## src/pressure_reference_offset_pkg.sv

```systemverilog
package pressure_reference_offset_pkg;

  localparam int REG_ADDR_WIDTH = 8;
  localparam int REG_DATA_WIDTH = 8;
  localparam int PRESSURE_WIDTH = 24;
  localparam int OFFSET_WIDTH = 16;
  localparam int BYTE_COUNT = 5;

  localparam logic [7:0] ADDR_REFERENCE_PRESSURE_LOW = 8'h15;
  localparam logic [7:0] ADDR_REFERENCE_PRESSURE_MID = 8'h16;
  localparam logic [7:0] ADDR_REFERENCE_PRESSURE_HIGH = 8'h17;
  localparam logic [7:0] ADDR_SOLDER_OFFSET_LOW = 8'h18;
  localparam logic [7:0] ADDR_SOLDER_OFFSET_HIGH = 8'h19;

  localparam logic [7:0] BYTE_RESET_VALUE = 8'h00;
  localparam logic [7:0] UNMAPPED_READ_VALUE = 8'h00;

  // register byte indices inside the bank, counted from the lowest address
  localparam int IDX_REF_LOW = 0;
  localparam int IDX_REF_MID = 1;
  localparam int IDX_REF_HIGH = 2;
  localparam int IDX_OFF_LOW = 3;
  localparam int IDX_OFF_HIGH = 4;

  typedef struct packed {
    logic valid;
    logic [PRESSURE_WIDTH-1:0] value;
  } sample_type;

  typedef struct packed {
    logic write;
    logic read;
    logic [REG_ADDR_WIDTH-1:0] addr;
    logic [REG_DATA_WIDTH-1:0] wdata;
  } reg_request_type;

endpackage

```

## src/pressure_reference_offset_regs.sv

```systemverilog
`timescale 1ns/100ps
`default_nettype none
// Functional notes
// register 15h holds reference pressure bits 7:0, read and write.
// register 16h holds reference pressure bits 15:8, read and write.
// register 17h holds reference pressure bits 23:16, read and write.
// the 24-bit reference pressure is added to the sensor output pressure.
// register 18h holds solder offset bits 7:0, read and write.
// offset is {19h,18h}, signed two's complement, 19h the upper byte.
// the solder offset is applied in the differential pressure result.
// register 19h holds solder offset bits 15:8, read and write, reset zero.
module pressure_reference_offset_regs
  import pressure_reference_offset_pkg::*;
(
  input wire logic CLOCK,
  input wire logic SYS_RST,
  input wire reg_request_type REG_REQUEST,
  output logic [REG_DATA_WIDTH-1:0] REG_RDATA,
  output logic REG_RVALID,
  input wire sample_type RAW_PRESSURE,
  output sample_type PRESSURE_RESULT
);

  ////////////////////////////////////////////////////////////////////////////
  // register bytes

  logic [REG_DATA_WIDTH-1:0] bank [BYTE_COUNT];

  // the bank is indexed by address minus the base, so its size must match the address span
  if (int'(ADDR_SOLDER_OFFSET_HIGH - ADDR_REFERENCE_PRESSURE_LOW) + 1 != BYTE_COUNT) begin : gen_bad_span
    $error("register bank size does not match its address span");
  end

  genvar g;
  generate
    for (g = 0; g < BYTE_COUNT; g++) begin : gen_byte
      host_byte_register #(
        .ADDRESS(ADDR_REFERENCE_PRESSURE_LOW + 8'(g))
      ) u_byte (
        .clock(CLOCK),
        .reset(SYS_RST),
        .request(REG_REQUEST),
        .value(bank[g])
      );
    end
  endgenerate

  wire [PRESSURE_WIDTH-1:0] reference_pressure_bits;
  wire [OFFSET_WIDTH-1:0] solder_offset_bits;
  wire signed [PRESSURE_WIDTH-1:0] offset_extended;
  wire [PRESSURE_WIDTH-1:0] next_result;

  assign reference_pressure_bits = {bank[IDX_REF_HIGH], bank[IDX_REF_MID], bank[IDX_REF_LOW]};
  assign solder_offset_bits = {bank[IDX_OFF_HIGH], bank[IDX_OFF_LOW]};
  // sign extension makes a negative offset lower the result
  assign offset_extended = PRESSURE_WIDTH'($signed(solder_offset_bits));
  // sums wrap at 24 bits, matching the width of the sensor output word
  assign next_result = RAW_PRESSURE.value + reference_pressure_bits + offset_extended;

  ////////////////////////////////////////////////////////////////////////////
  // read port: answer one cycle after the read strobe

  wire in_range;
  wire [REG_DATA_WIDTH-1:0] next_rdata;
  wire [7:0] read_index;

  assign in_range = (REG_REQUEST.addr >= ADDR_REFERENCE_PRESSURE_LOW) &&
                    (REG_REQUEST.addr <= ADDR_SOLDER_OFFSET_HIGH);
  assign read_index = REG_REQUEST.addr - ADDR_REFERENCE_PRESSURE_LOW;
  assign next_rdata = in_range ? bank[read_index[2:0]] : UNMAPPED_READ_VALUE;

  always_ff @(posedge CLOCK) begin
    if (SYS_RST) begin
      REG_RDATA <= UNMAPPED_READ_VALUE;
      REG_RVALID <= 1'b0;
    end else begin
      REG_RVALID <= REG_REQUEST.read;
      if (REG_REQUEST.read) begin
        REG_RDATA <= next_rdata;
      end
    end
  end

  ////////////////////////////////////////////////////////////////////////////
  // pressure result

  always_ff @(posedge CLOCK) begin
    if (SYS_RST) begin
      PRESSURE_RESULT <= '0;
    end else begin
      PRESSURE_RESULT.valid <= RAW_PRESSURE.valid;
      if (RAW_PRESSURE.valid) begin
        PRESSURE_RESULT.value <= next_result;
      end
    end
  end

  ////////////////////////////////////////////////////////////////////////////
  // checks

  property p_ref_low_rw;
    @(posedge CLOCK) disable iff (SYS_RST)
    (REG_REQUEST.write && REG_REQUEST.addr == ADDR_REFERENCE_PRESSURE_LOW)
    ##1 (!REG_REQUEST.write && REG_REQUEST.read && REG_REQUEST.addr == ADDR_REFERENCE_PRESSURE_LOW)
    |=> REG_RVALID && REG_RDATA == $past(REG_REQUEST.wdata, 2);
  endproperty
  a_ref_low_rw: assert property (p_ref_low_rw) else $error("15h does not read back");

  property p_ref_mid;
    @(posedge CLOCK) disable iff (SYS_RST)
    (REG_REQUEST.write && REG_REQUEST.addr == ADDR_REFERENCE_PRESSURE_MID)
    |=> reference_pressure_bits[15:8] == $past(REG_REQUEST.wdata);
  endproperty
  a_ref_mid: assert property (p_ref_mid) else $error("16h not in bits 15:8");

  property p_ref_high;
    @(posedge CLOCK) disable iff (SYS_RST)
    (REG_REQUEST.write && REG_REQUEST.addr == ADDR_REFERENCE_PRESSURE_HIGH)
    |=> reference_pressure_bits[23:16] == $past(REG_REQUEST.wdata) && $stable(reference_pressure_bits[15:0]);
  endproperty
  a_ref_high: assert property (p_ref_high) else $error("17h not in bits 23:16");

  property p_sum;
    @(posedge CLOCK) disable iff (SYS_RST)
    (RAW_PRESSURE.valid && solder_offset_bits == 16'h0000)
    |=> PRESSURE_RESULT.valid &&
        PRESSURE_RESULT.value == PRESSURE_WIDTH'($past(RAW_PRESSURE.value) + $past(reference_pressure_bits));
  endproperty
  a_sum: assert property (p_sum) else $error("reference not added");

  property p_off_low;
    @(posedge CLOCK) disable iff (SYS_RST)
    (REG_REQUEST.write && REG_REQUEST.addr == ADDR_SOLDER_OFFSET_LOW)
    |=> solder_offset_bits[7:0] == $past(REG_REQUEST.wdata);
  endproperty
  a_off_low: assert property (p_off_low) else $error("18h not in offset bits 7:0");

  // a negative offset plus its magnitude must give back the plain sum
  property p_signed;
    @(posedge CLOCK) disable iff (SYS_RST)
    (RAW_PRESSURE.valid && solder_offset_bits[OFFSET_WIDTH-1])
    |=> PRESSURE_WIDTH'(PRESSURE_RESULT.value + PRESSURE_WIDTH'(OFFSET_WIDTH'(~$past(solder_offset_bits) + 1'b1))) ==
        PRESSURE_WIDTH'($past(RAW_PRESSURE.value) + $past(reference_pressure_bits));
  endproperty
  a_signed: assert property (p_signed) else $error("offset sign lost");

  property p_offset_applied;
    @(posedge CLOCK) disable iff (SYS_RST)
    RAW_PRESSURE.valid ##1 !RAW_PRESSURE.valid
    |-> PRESSURE_WIDTH'(PRESSURE_RESULT.value - $past(reference_pressure_bits)) ==
        PRESSURE_WIDTH'($past(RAW_PRESSURE.value) +
        {{(PRESSURE_WIDTH - OFFSET_WIDTH){$past(solder_offset_bits[OFFSET_WIDTH-1])}}, $past(solder_offset_bits)});
  endproperty
  a_offset_applied: assert property (p_offset_applied) else $error("offset not applied");

  property p_off_high_reset;
    @(posedge CLOCK)
    SYS_RST |=> bank[IDX_OFF_HIGH] == BYTE_RESET_VALUE && solder_offset_bits[15:8] == BYTE_RESET_VALUE;
  endproperty
  a_off_high_reset: assert property (p_off_high_reset) else $error("19h not zero after reset");

  property p_ref_low_write;
    @(posedge CLOCK) disable iff (SYS_RST)
    (REG_REQUEST.write && REG_REQUEST.addr == ADDR_REFERENCE_PRESSURE_LOW)
    |=> reference_pressure_bits[7:0] == $past(REG_REQUEST.wdata) && $stable(reference_pressure_bits[23:8]);
  endproperty
  a_ref_low_write: assert property (p_ref_low_write) else $error("15h not in bits 7:0");

  property p_off_high_write;
    @(posedge CLOCK) disable iff (SYS_RST)
    (REG_REQUEST.write && REG_REQUEST.addr == ADDR_SOLDER_OFFSET_HIGH)
    |=> solder_offset_bits[15:8] == $past(REG_REQUEST.wdata) && $stable(solder_offset_bits[7:0]);
  endproperty
  a_off_high_write: assert property (p_off_high_write) else $error("19h not in offset bits 15:8");

  property p_mid_read;
    @(posedge CLOCK) disable iff (SYS_RST)
    (REG_REQUEST.read && REG_REQUEST.addr == ADDR_REFERENCE_PRESSURE_MID)
    |=> REG_RVALID && REG_RDATA == $past(reference_pressure_bits[15:8]);
  endproperty
  a_mid_read: assert property (p_mid_read) else $error("16h reads wrong");

  property p_high_read;
    @(posedge CLOCK) disable iff (SYS_RST)
    (REG_REQUEST.read && REG_REQUEST.addr == ADDR_REFERENCE_PRESSURE_HIGH)
    |=> REG_RVALID && REG_RDATA == $past(reference_pressure_bits[23:16]);
  endproperty
  a_high_read: assert property (p_high_read) else $error("17h reads wrong");

  property p_off_low_read;
    @(posedge CLOCK) disable iff (SYS_RST)
    (REG_REQUEST.read && REG_REQUEST.addr == ADDR_SOLDER_OFFSET_LOW)
    |=> REG_RVALID && REG_RDATA == $past(solder_offset_bits[7:0]);
  endproperty
  a_off_low_read: assert property (p_off_low_read) else $error("18h reads wrong");

  property p_off_high_read;
    @(posedge CLOCK) disable iff (SYS_RST)
    (REG_REQUEST.read && REG_REQUEST.addr == ADDR_SOLDER_OFFSET_HIGH)
    |=> REG_RVALID && REG_RDATA == $past(solder_offset_bits[15:8]);
  endproperty
  a_off_high_read: assert property (p_off_high_read) else $error("19h reads wrong");

  // a stray write outside the bank must not disturb any byte
  property p_unmapped_write;
    @(posedge CLOCK) disable iff (SYS_RST)
    (REG_REQUEST.write && !in_range)
    |=> $stable(reference_pressure_bits) && $stable(solder_offset_bits);
  endproperty
  a_unmapped_write: assert property (p_unmapped_write) else $error("unmapped write changed the bank");

  property p_rvalid_follows;
    @(posedge CLOCK) disable iff (SYS_RST)
    1'b1
    |=> REG_RVALID == $past(REG_REQUEST.read);
  endproperty
  a_rvalid_follows: assert property (p_rvalid_follows) else $error("read valid not one cycle after strobe");

  property p_rdata_hold;
    @(posedge CLOCK) disable iff (SYS_RST)
    !REG_REQUEST.read
    |=> $stable(REG_RDATA);
  endproperty
  a_rdata_hold: assert property (p_rdata_hold) else $error("read data moved without a read");

  property p_result_valid;
    @(posedge CLOCK) disable iff (SYS_RST)
    1'b1
    |=> PRESSURE_RESULT.valid == $past(RAW_PRESSURE.valid);
  endproperty
  a_result_valid: assert property (p_result_valid) else $error("result valid not one cycle after sample");

  property p_result_hold;
    @(posedge CLOCK) disable iff (SYS_RST)
    !RAW_PRESSURE.valid
    |=> $stable(PRESSURE_RESULT.value);
  endproperty
  a_result_hold: assert property (p_result_hold) else $error("result moved without a sample");

endmodule
`default_nettype wire

```

## src/host_byte_register.sv

```systemverilog
`timescale 1ns/100ps
`default_nettype none
module host_byte_register
  import pressure_reference_offset_pkg::*;
#(
  parameter logic [7:0] ADDRESS = 8'h00
) (
  input wire logic clock,
  input wire logic reset,
  input wire reg_request_type request,
  output logic [REG_DATA_WIDTH-1:0] value
);

  wire hit;

  assign hit = request.write && (request.addr == ADDRESS);

  always_ff @(posedge clock) begin
    if (reset) begin
      value <= BYTE_RESET_VALUE;
    end else if (hit) begin
      value <= request.wdata;
    end
  end

endmodule
`default_nettype wire

```

## config.mk

```make
export PLATFORM = sky130hd
export DESIGN_NAME = pressure_reference_offset_regs
export DESIGN_NICKNAME = d
export VERILOG_FILES = /design/src/pressure_reference_offset_pkg.sv /design/src/pressure_reference_offset_regs.sv /design/src/host_byte_register.sv
export SDC_FILE = /design/constraint.sdc
export NUM_CORES = 1
export LEC_CHECK = 0
export BUFFER_PORTS_ARGS = -buffer_cell sky130_fd_sc_hd__buf_2
export CELL_PAD_IN_SITES_DETAIL_PLACEMENT = 0
export CELL_PAD_IN_SITES_GLOBAL_PLACEMENT = 1
export CORE_MARGIN = 2
export CORE_UTILIZATION = 30
export CTS_CLUSTER_DIAMETER = 120
export CTS_CLUSTER_SIZE = 14
export DETAILED_ROUTE_END_ITERATION = 7
export PLACE_DENSITY = 0.69
export SLEW_MARGIN = 20
export SYNTH_ARGS = -nofsm -noshare
export SYNTH_HDL_FRONTEND = slang
export SYNTH_SLANG_ARGS = --single-unit
```

## constraint.sdc

```tcl
create_clock -name CLOCK -period 4.44 [get_ports CLOCK]
set_input_delay 0.666 -clock CLOCK [delete_from_list [all_inputs] [get_ports CLOCK]]
set_output_delay 0.666 -clock CLOCK [all_outputs]
set_load 0.02 [all_outputs]
```

======== Word level (Yosys, flattened, before mapping) ========
Index checks and enable logic that the tools add are counted.
operators by class
  div/mod/pow operators ................... 0
  multiply operators ...................... 0
  eq/ne operators ......................... 5
  add/subtract/negate cells ............... 3
  shifts and indexed selects .............. 0
  bitwise logic cells ..................... 1
  order comparisons ....................... 3
  reduce and logical (&&, ||, !) cells .... 6
  muxes and demuxes ....................... 4
operator list
  cell                                                             number
  adder 24 bit                                                     2
  equality test 8 x 5 -> 1 bit (second input constant)             5
  binary-select mux 8 bit (select 3 bit)                           1
  2-to-1 mux 8 bit                                                 3
  >= comparator 8 x 5 -> 1 bit (second input constant)             1
  less-or-equal comparator 8 x 5 -> 1 bit (second input constant)  1
  logical AND 1 bit                                                6
  >= comparator 4 bit (second input constant)                      1
  NOT 3 -> 4 bit                                                   1
  subtractor 3 bit (second input constant)                         1
word-level totals
  memory bits (writable) .................. 0
  memories ................................ 0
  latch bits .............................. 0
  bits of input ports ..................... 45
  memory bits (read-only) ................. 0
  word-level logic and storage cells ...... 31
  register bits ........................... 74
  output and inout port bits .............. 34

======== Logic depth before layout (Yosys ltp) ========
  depth in word-level cells ............... 6
  mapped depth ............................ 13
  depth with buffers taken out ............ 13

======== By module ========
From an unflattened synthesis, not the netlist that was laid out.
second synthesis, totals
  cells, all modules ...................... 528
  area, all modules ....................... 5087.4 um^2
by module, submodules not included
  module                                       instances  cells an instance  sequential area each (um^2)  area each (um^2)
  pressure_reference_offset_regs               1          343                680.7                        3169.3
  host_byte_register (gen_byte[0].u_byte ...)  3          37                 160.2                        382.9
  host_byte_register (gen_byte[2].u_byte)      1          37                 160.2                        389.1
  host_byte_register (gen_byte[3].u_byte)      1          37                 160.2                        380.4

======== Worst setup path after synthesis ========
OpenSTA, ideal clock, no wires.
  path kind ............................... input to register
  from .................................... in RAW_PRESSURE[1] (netlist bit)
  to ...................................... reg PRESSURE_RESULT[19] (netlist bit)
  required time ........................... 4.318 ns
  arrival time ............................ 3.017 ns
  stages .................................. 11
  slack ................................... 1.301 ns
  path buffers ............................ 0
  library setup time ...................... 0.122 ns
  path through ............................ fa_1 ha_1 inv_1 fa_1 nor2b_1 o2111ai_1 a21oi_1 o21ai_1 a21oi_1 a2111oi_0 a311o_1
on the way
  longest elaborated chain between the ends .. 2
ends and longest elaborated chain
  what                        line                                  text
  from (decl)                 pressure_reference_offset_regs.sv:20  input wire sample_type RAW_PRESSURE,
  adder 24 bit (2 in series)  pressure_reference_offset_regs.sv:58  assign next_result = RAW_PRESSURE.value + reference_pressure_bits + offset_extended;
  to (decl)                   pressure_reference_offset_regs.sv:21  output sample_type PRESSURE_RESULT
No other way between the ends.
A chain may end at the register's enable or synchronous reset.

======== Worst setup path in the final report ========
Ends and elaborated chain as after synthesis.

==> results.md <==
* Max cap viols at 0
* CP Data Required Time at 4.66 ns
* Top FF cell, synth: dfxtp_1
* H-tree Lvls at 3
* Setup_tns at 0 ns
* Setup Buffers After CTS at 0
* Non-Filler Instances at approximately 800
* Cell count of the worst reg-to-reg path at 13
* Fin crit period at 3.44 ns
* Tot GR Track Use at 17.4%
* Syn_nets at 635
* Setup violators final at 0
* Largest net degree at the start of global routing at 44
* Commonest non-fill, non-tap cells in the layout: nand2_1 (81), buf_2 (78), dfxtp_1 (74)
* Synth Warn # at 0
* Avg Inst Size Synth at 8.63 µm²
* Flops & latches, synth at 74
* Status: complete, no violations
* Cts repair resizes at 0
* First-pass GRT wire length at 22400 µm
* Worst-path cell chain: buf_2 -> fa_1 -> ha_1 -> inv_1 -> fa_1 -> nor2b_1 -> o2111ai_1 -> a21oi_1 -> o21ai_1 -> a21oi_1 -> a2111oi_0 -> a311o_1
* DRT Pass-1 Iters at 5
* Area growth syn-to-layout at 19.5%
* Number of flops mapped to enable cells by yosys at 0
* CTS tree: done
* Maximum clock path buffer count at 2
* GP Congestion at between 0.8 and 0.9
* Cells after DPL at roughly 790
* Commonest non-fill, non-tap cell in the layout: nand2_1
* Clock-pin slew on the worst setup and hold paths at 0.06 ns
* Clk Latency, worst-skew pair at between 0.3 and 0.4 ns
* Via-to-Cell Ratio at around 5.3
* Final net count at 705
* Critical Path Source Type: input port
* Synth unique cells at 54
* Via count at 4212
* Cell area after synthesis at 0.00465 mm²
* Detail Route Antenna Nets at 0
* Core area at 0.0151 mm²
* CP max stage cell: fa_1
* Share of the yosys chip area belonging to registers at 31.9%
* Final WS setup at roughly 1.0 ns
* DRT iter0 DRCs at between 300 and 400
* Pre-CTS WS at around 0.70 ns
* Critical path class: in -> reg
* Finished Core Util at about 37%
* DRC errors left at 0
* Routed Wire Length at approximately 14000 µm
* Worst Path Arrival at 3.66 ns
* Hold Violations, Final at 0
* Die W at around 130 µm
* Hold Startpoint: PRESSURE_RESULT[16]
* # fillers at 1557
* Worst R2R Start: gen_byte[3].u_byte.value[0]
* Hpwl dp at approximately 11000 µm
* Initial Utilization at 30.7%
* Min-delay worst type: reg -> reg
* CP max FO at 4
* Reg-to-reg endpoint: PRESSURE_RESULT[19]
* Wirelength per Cell at 17.3 µm
* Share of cells above drive strength 1 at 18.1%
* Clk sink count at 74
* Inserted Diodes at 0
* Site row count at 45
* Worst Tran Pin Value at about 0.83 ns
* Slew Viols, Final at 0
* Die area at approximately 0.017 mm²
* Final Power at 1.73 mW
* Port buffer count at 78
* Cts hold-fix bufs at 0
* F_max at 291 MHz
* PwrDens at 311 mW/mm²
* Total grt overflow at 0
* Slowest stage delay, CP at 0.53 ns
* P_leak at 2.36 nW
* CP endpoint kind: flip-flop
* RSZ-0062 raised after global routing: no
* Slew HR at approximately 44%
* Cells after Synth at approximately 540
* Hold Path Stages at 2
* Die height at 128 µm
* R2R Setup Slk at about 1.1 ns
* Vias in the first global route at 4151
* CP startpoint: RAW_PRESSURE[1]
* Clock Skew at 0.00836 ns
* Fin crit share at roughly 78%
* Clock Tree Root: clkbuf_16
* Boundary Pins at 79
* Post-synth ARST share at 0%
* Hold EP: PRESSURE_RESULT[16]
* Initial antenna violation count at 0
* CTS buffer count at 9
* Worst IR Drop VDD at 0.152 mV
[report_power, final]
group | switching (mW) | internal, mW
Sequential | 0.00706 | 0.679
Combinational | 0.122 | 0.0694
Clock | 0.300 | 0.552
[per-layer routing]
| metal | global-route usage, % | share of wire [%] | vias to the layer above | wire length, µm |
|---|---|---|---|---|
| met1 | 22.5 | 44 | 2022 | 6130 |
| met3 | 2.66 | 3.8 | 19 | 527 |
| li1 | - | - | 2069 | - |
| met4 | 5.24 | 1.6 | 0 | 223 |
| met2 | 30.1 | 50 | 102 | 6980 |
| met5 | 0 | 0 | - | 0 |
[flip-flops by register name, indices dropped and copies added (netlist names)]
signal	flops
REG_RVALID	1
REG_RDATA	8
gen_byte.u_byte.value	40
PRESSURE_RESULT	25
[cells by family (layout without fill, tap and decap cells)]
| kind of cell | after synthesis | in the layout | share of synthesized area (%) |
|---|---|---|---|
| buffers and inverters | 41 | 116 | 3.39 |
| muxes | 17 | 17 | 5.81 |
| xor gates and xnor gates | 17 | 17 | 3.20 |
| DFF | 74 | 74 | 31.9 |
| adders and majority gates | 51 | 51 | 17.6 |
| AOI/OAI and AO/OA | 137 | 137 | 17.8 |
| and+or+nand+nor | 202 | 202 | 20.3 |
[area by class of cell]
class / count / area [µm²] / area share, %
Sequential cell: 74 / 1480 / 26.7
Inverter: 18 / 67.6 / 1.22
Tap cell: 188 / 235 / 4.23
Clock inverter: 6 / 113 / 2.03
Timing Repair Buffer: 82 / 420 / 7.57
Multi-Input combinational cell: 424 / 3010 / 54.2
Clock buffer: 10 / 229 / 4.12
[metrics by stage]
| stage | instance area [µm²] | hold slack (ns) |
|---|---|---|
| 2_1_floorplan | 4650 | 0.446 |
| 3_3_place_gp | 5220 | 0.439 |
| 3_5_place_dp | 5220 | 0.440 |
| 4_1_cts | 5560 | 0.454 |
| 5_1_grt | 5560 | 0.463 |
| 6_report | 5560 | 0.451 |
[cells in the mapped netlist, drive strengths merged, types with 2 or more instances]
library cell	number	area, µm²
a211oi	4	30.0
a21boi	3	22.5
a21o	6	45.0
a21oi	70	350
a311o	3	30.0
and2	3	18.8
and3	13	81.3
buf	4	18.8
clkbuf	19	71.3
dfxtp	74	1480
fa	24	480
ha	27	338
inv	18	67.6
mux2i	9	90.1
mux4	8	180
nand2	81	304
nand2b	4	25.0
nand3	47	235
nand4	2	12.5
nor2	31	116
nor2b	5	31.3
nor3	7	40.0
nor3b	3	32.5
o2111ai	3	26.3
o21a	4	30.0
o21ai	22	110
o21bai	2	15.0
o22ai	3	18.8
o311ai	2	17.5
o31ai	5	42.5
or3	2	12.5
xnor2	12	105
xor2	5	43.8
[worst max-delay path: cells and delay by family]
family	cells	cell delay (ns)
fa+ha+maj	3	1.10
buf+inv	2	0.17
simple gates	1	0.19
compound gates	6	1.55
[how the worst max path moves through the flow]
stage,end,slack (ns),depth (start not counted)
global route,PRESSURE_RESULT[19],0.85,12
global placement,PRESSURE_RESULT[19],0.78,12
finish,PRESSURE_RESULT[19],1.0,12
CTS,PRESSURE_RESULT[19],1.04,12
detailed placement,PRESSURE_RESULT[19],0.70,12
floorplan,PRESSURE_RESULT[19],1.30,11
Note: power is estimated with default switching activity, not from simulation.
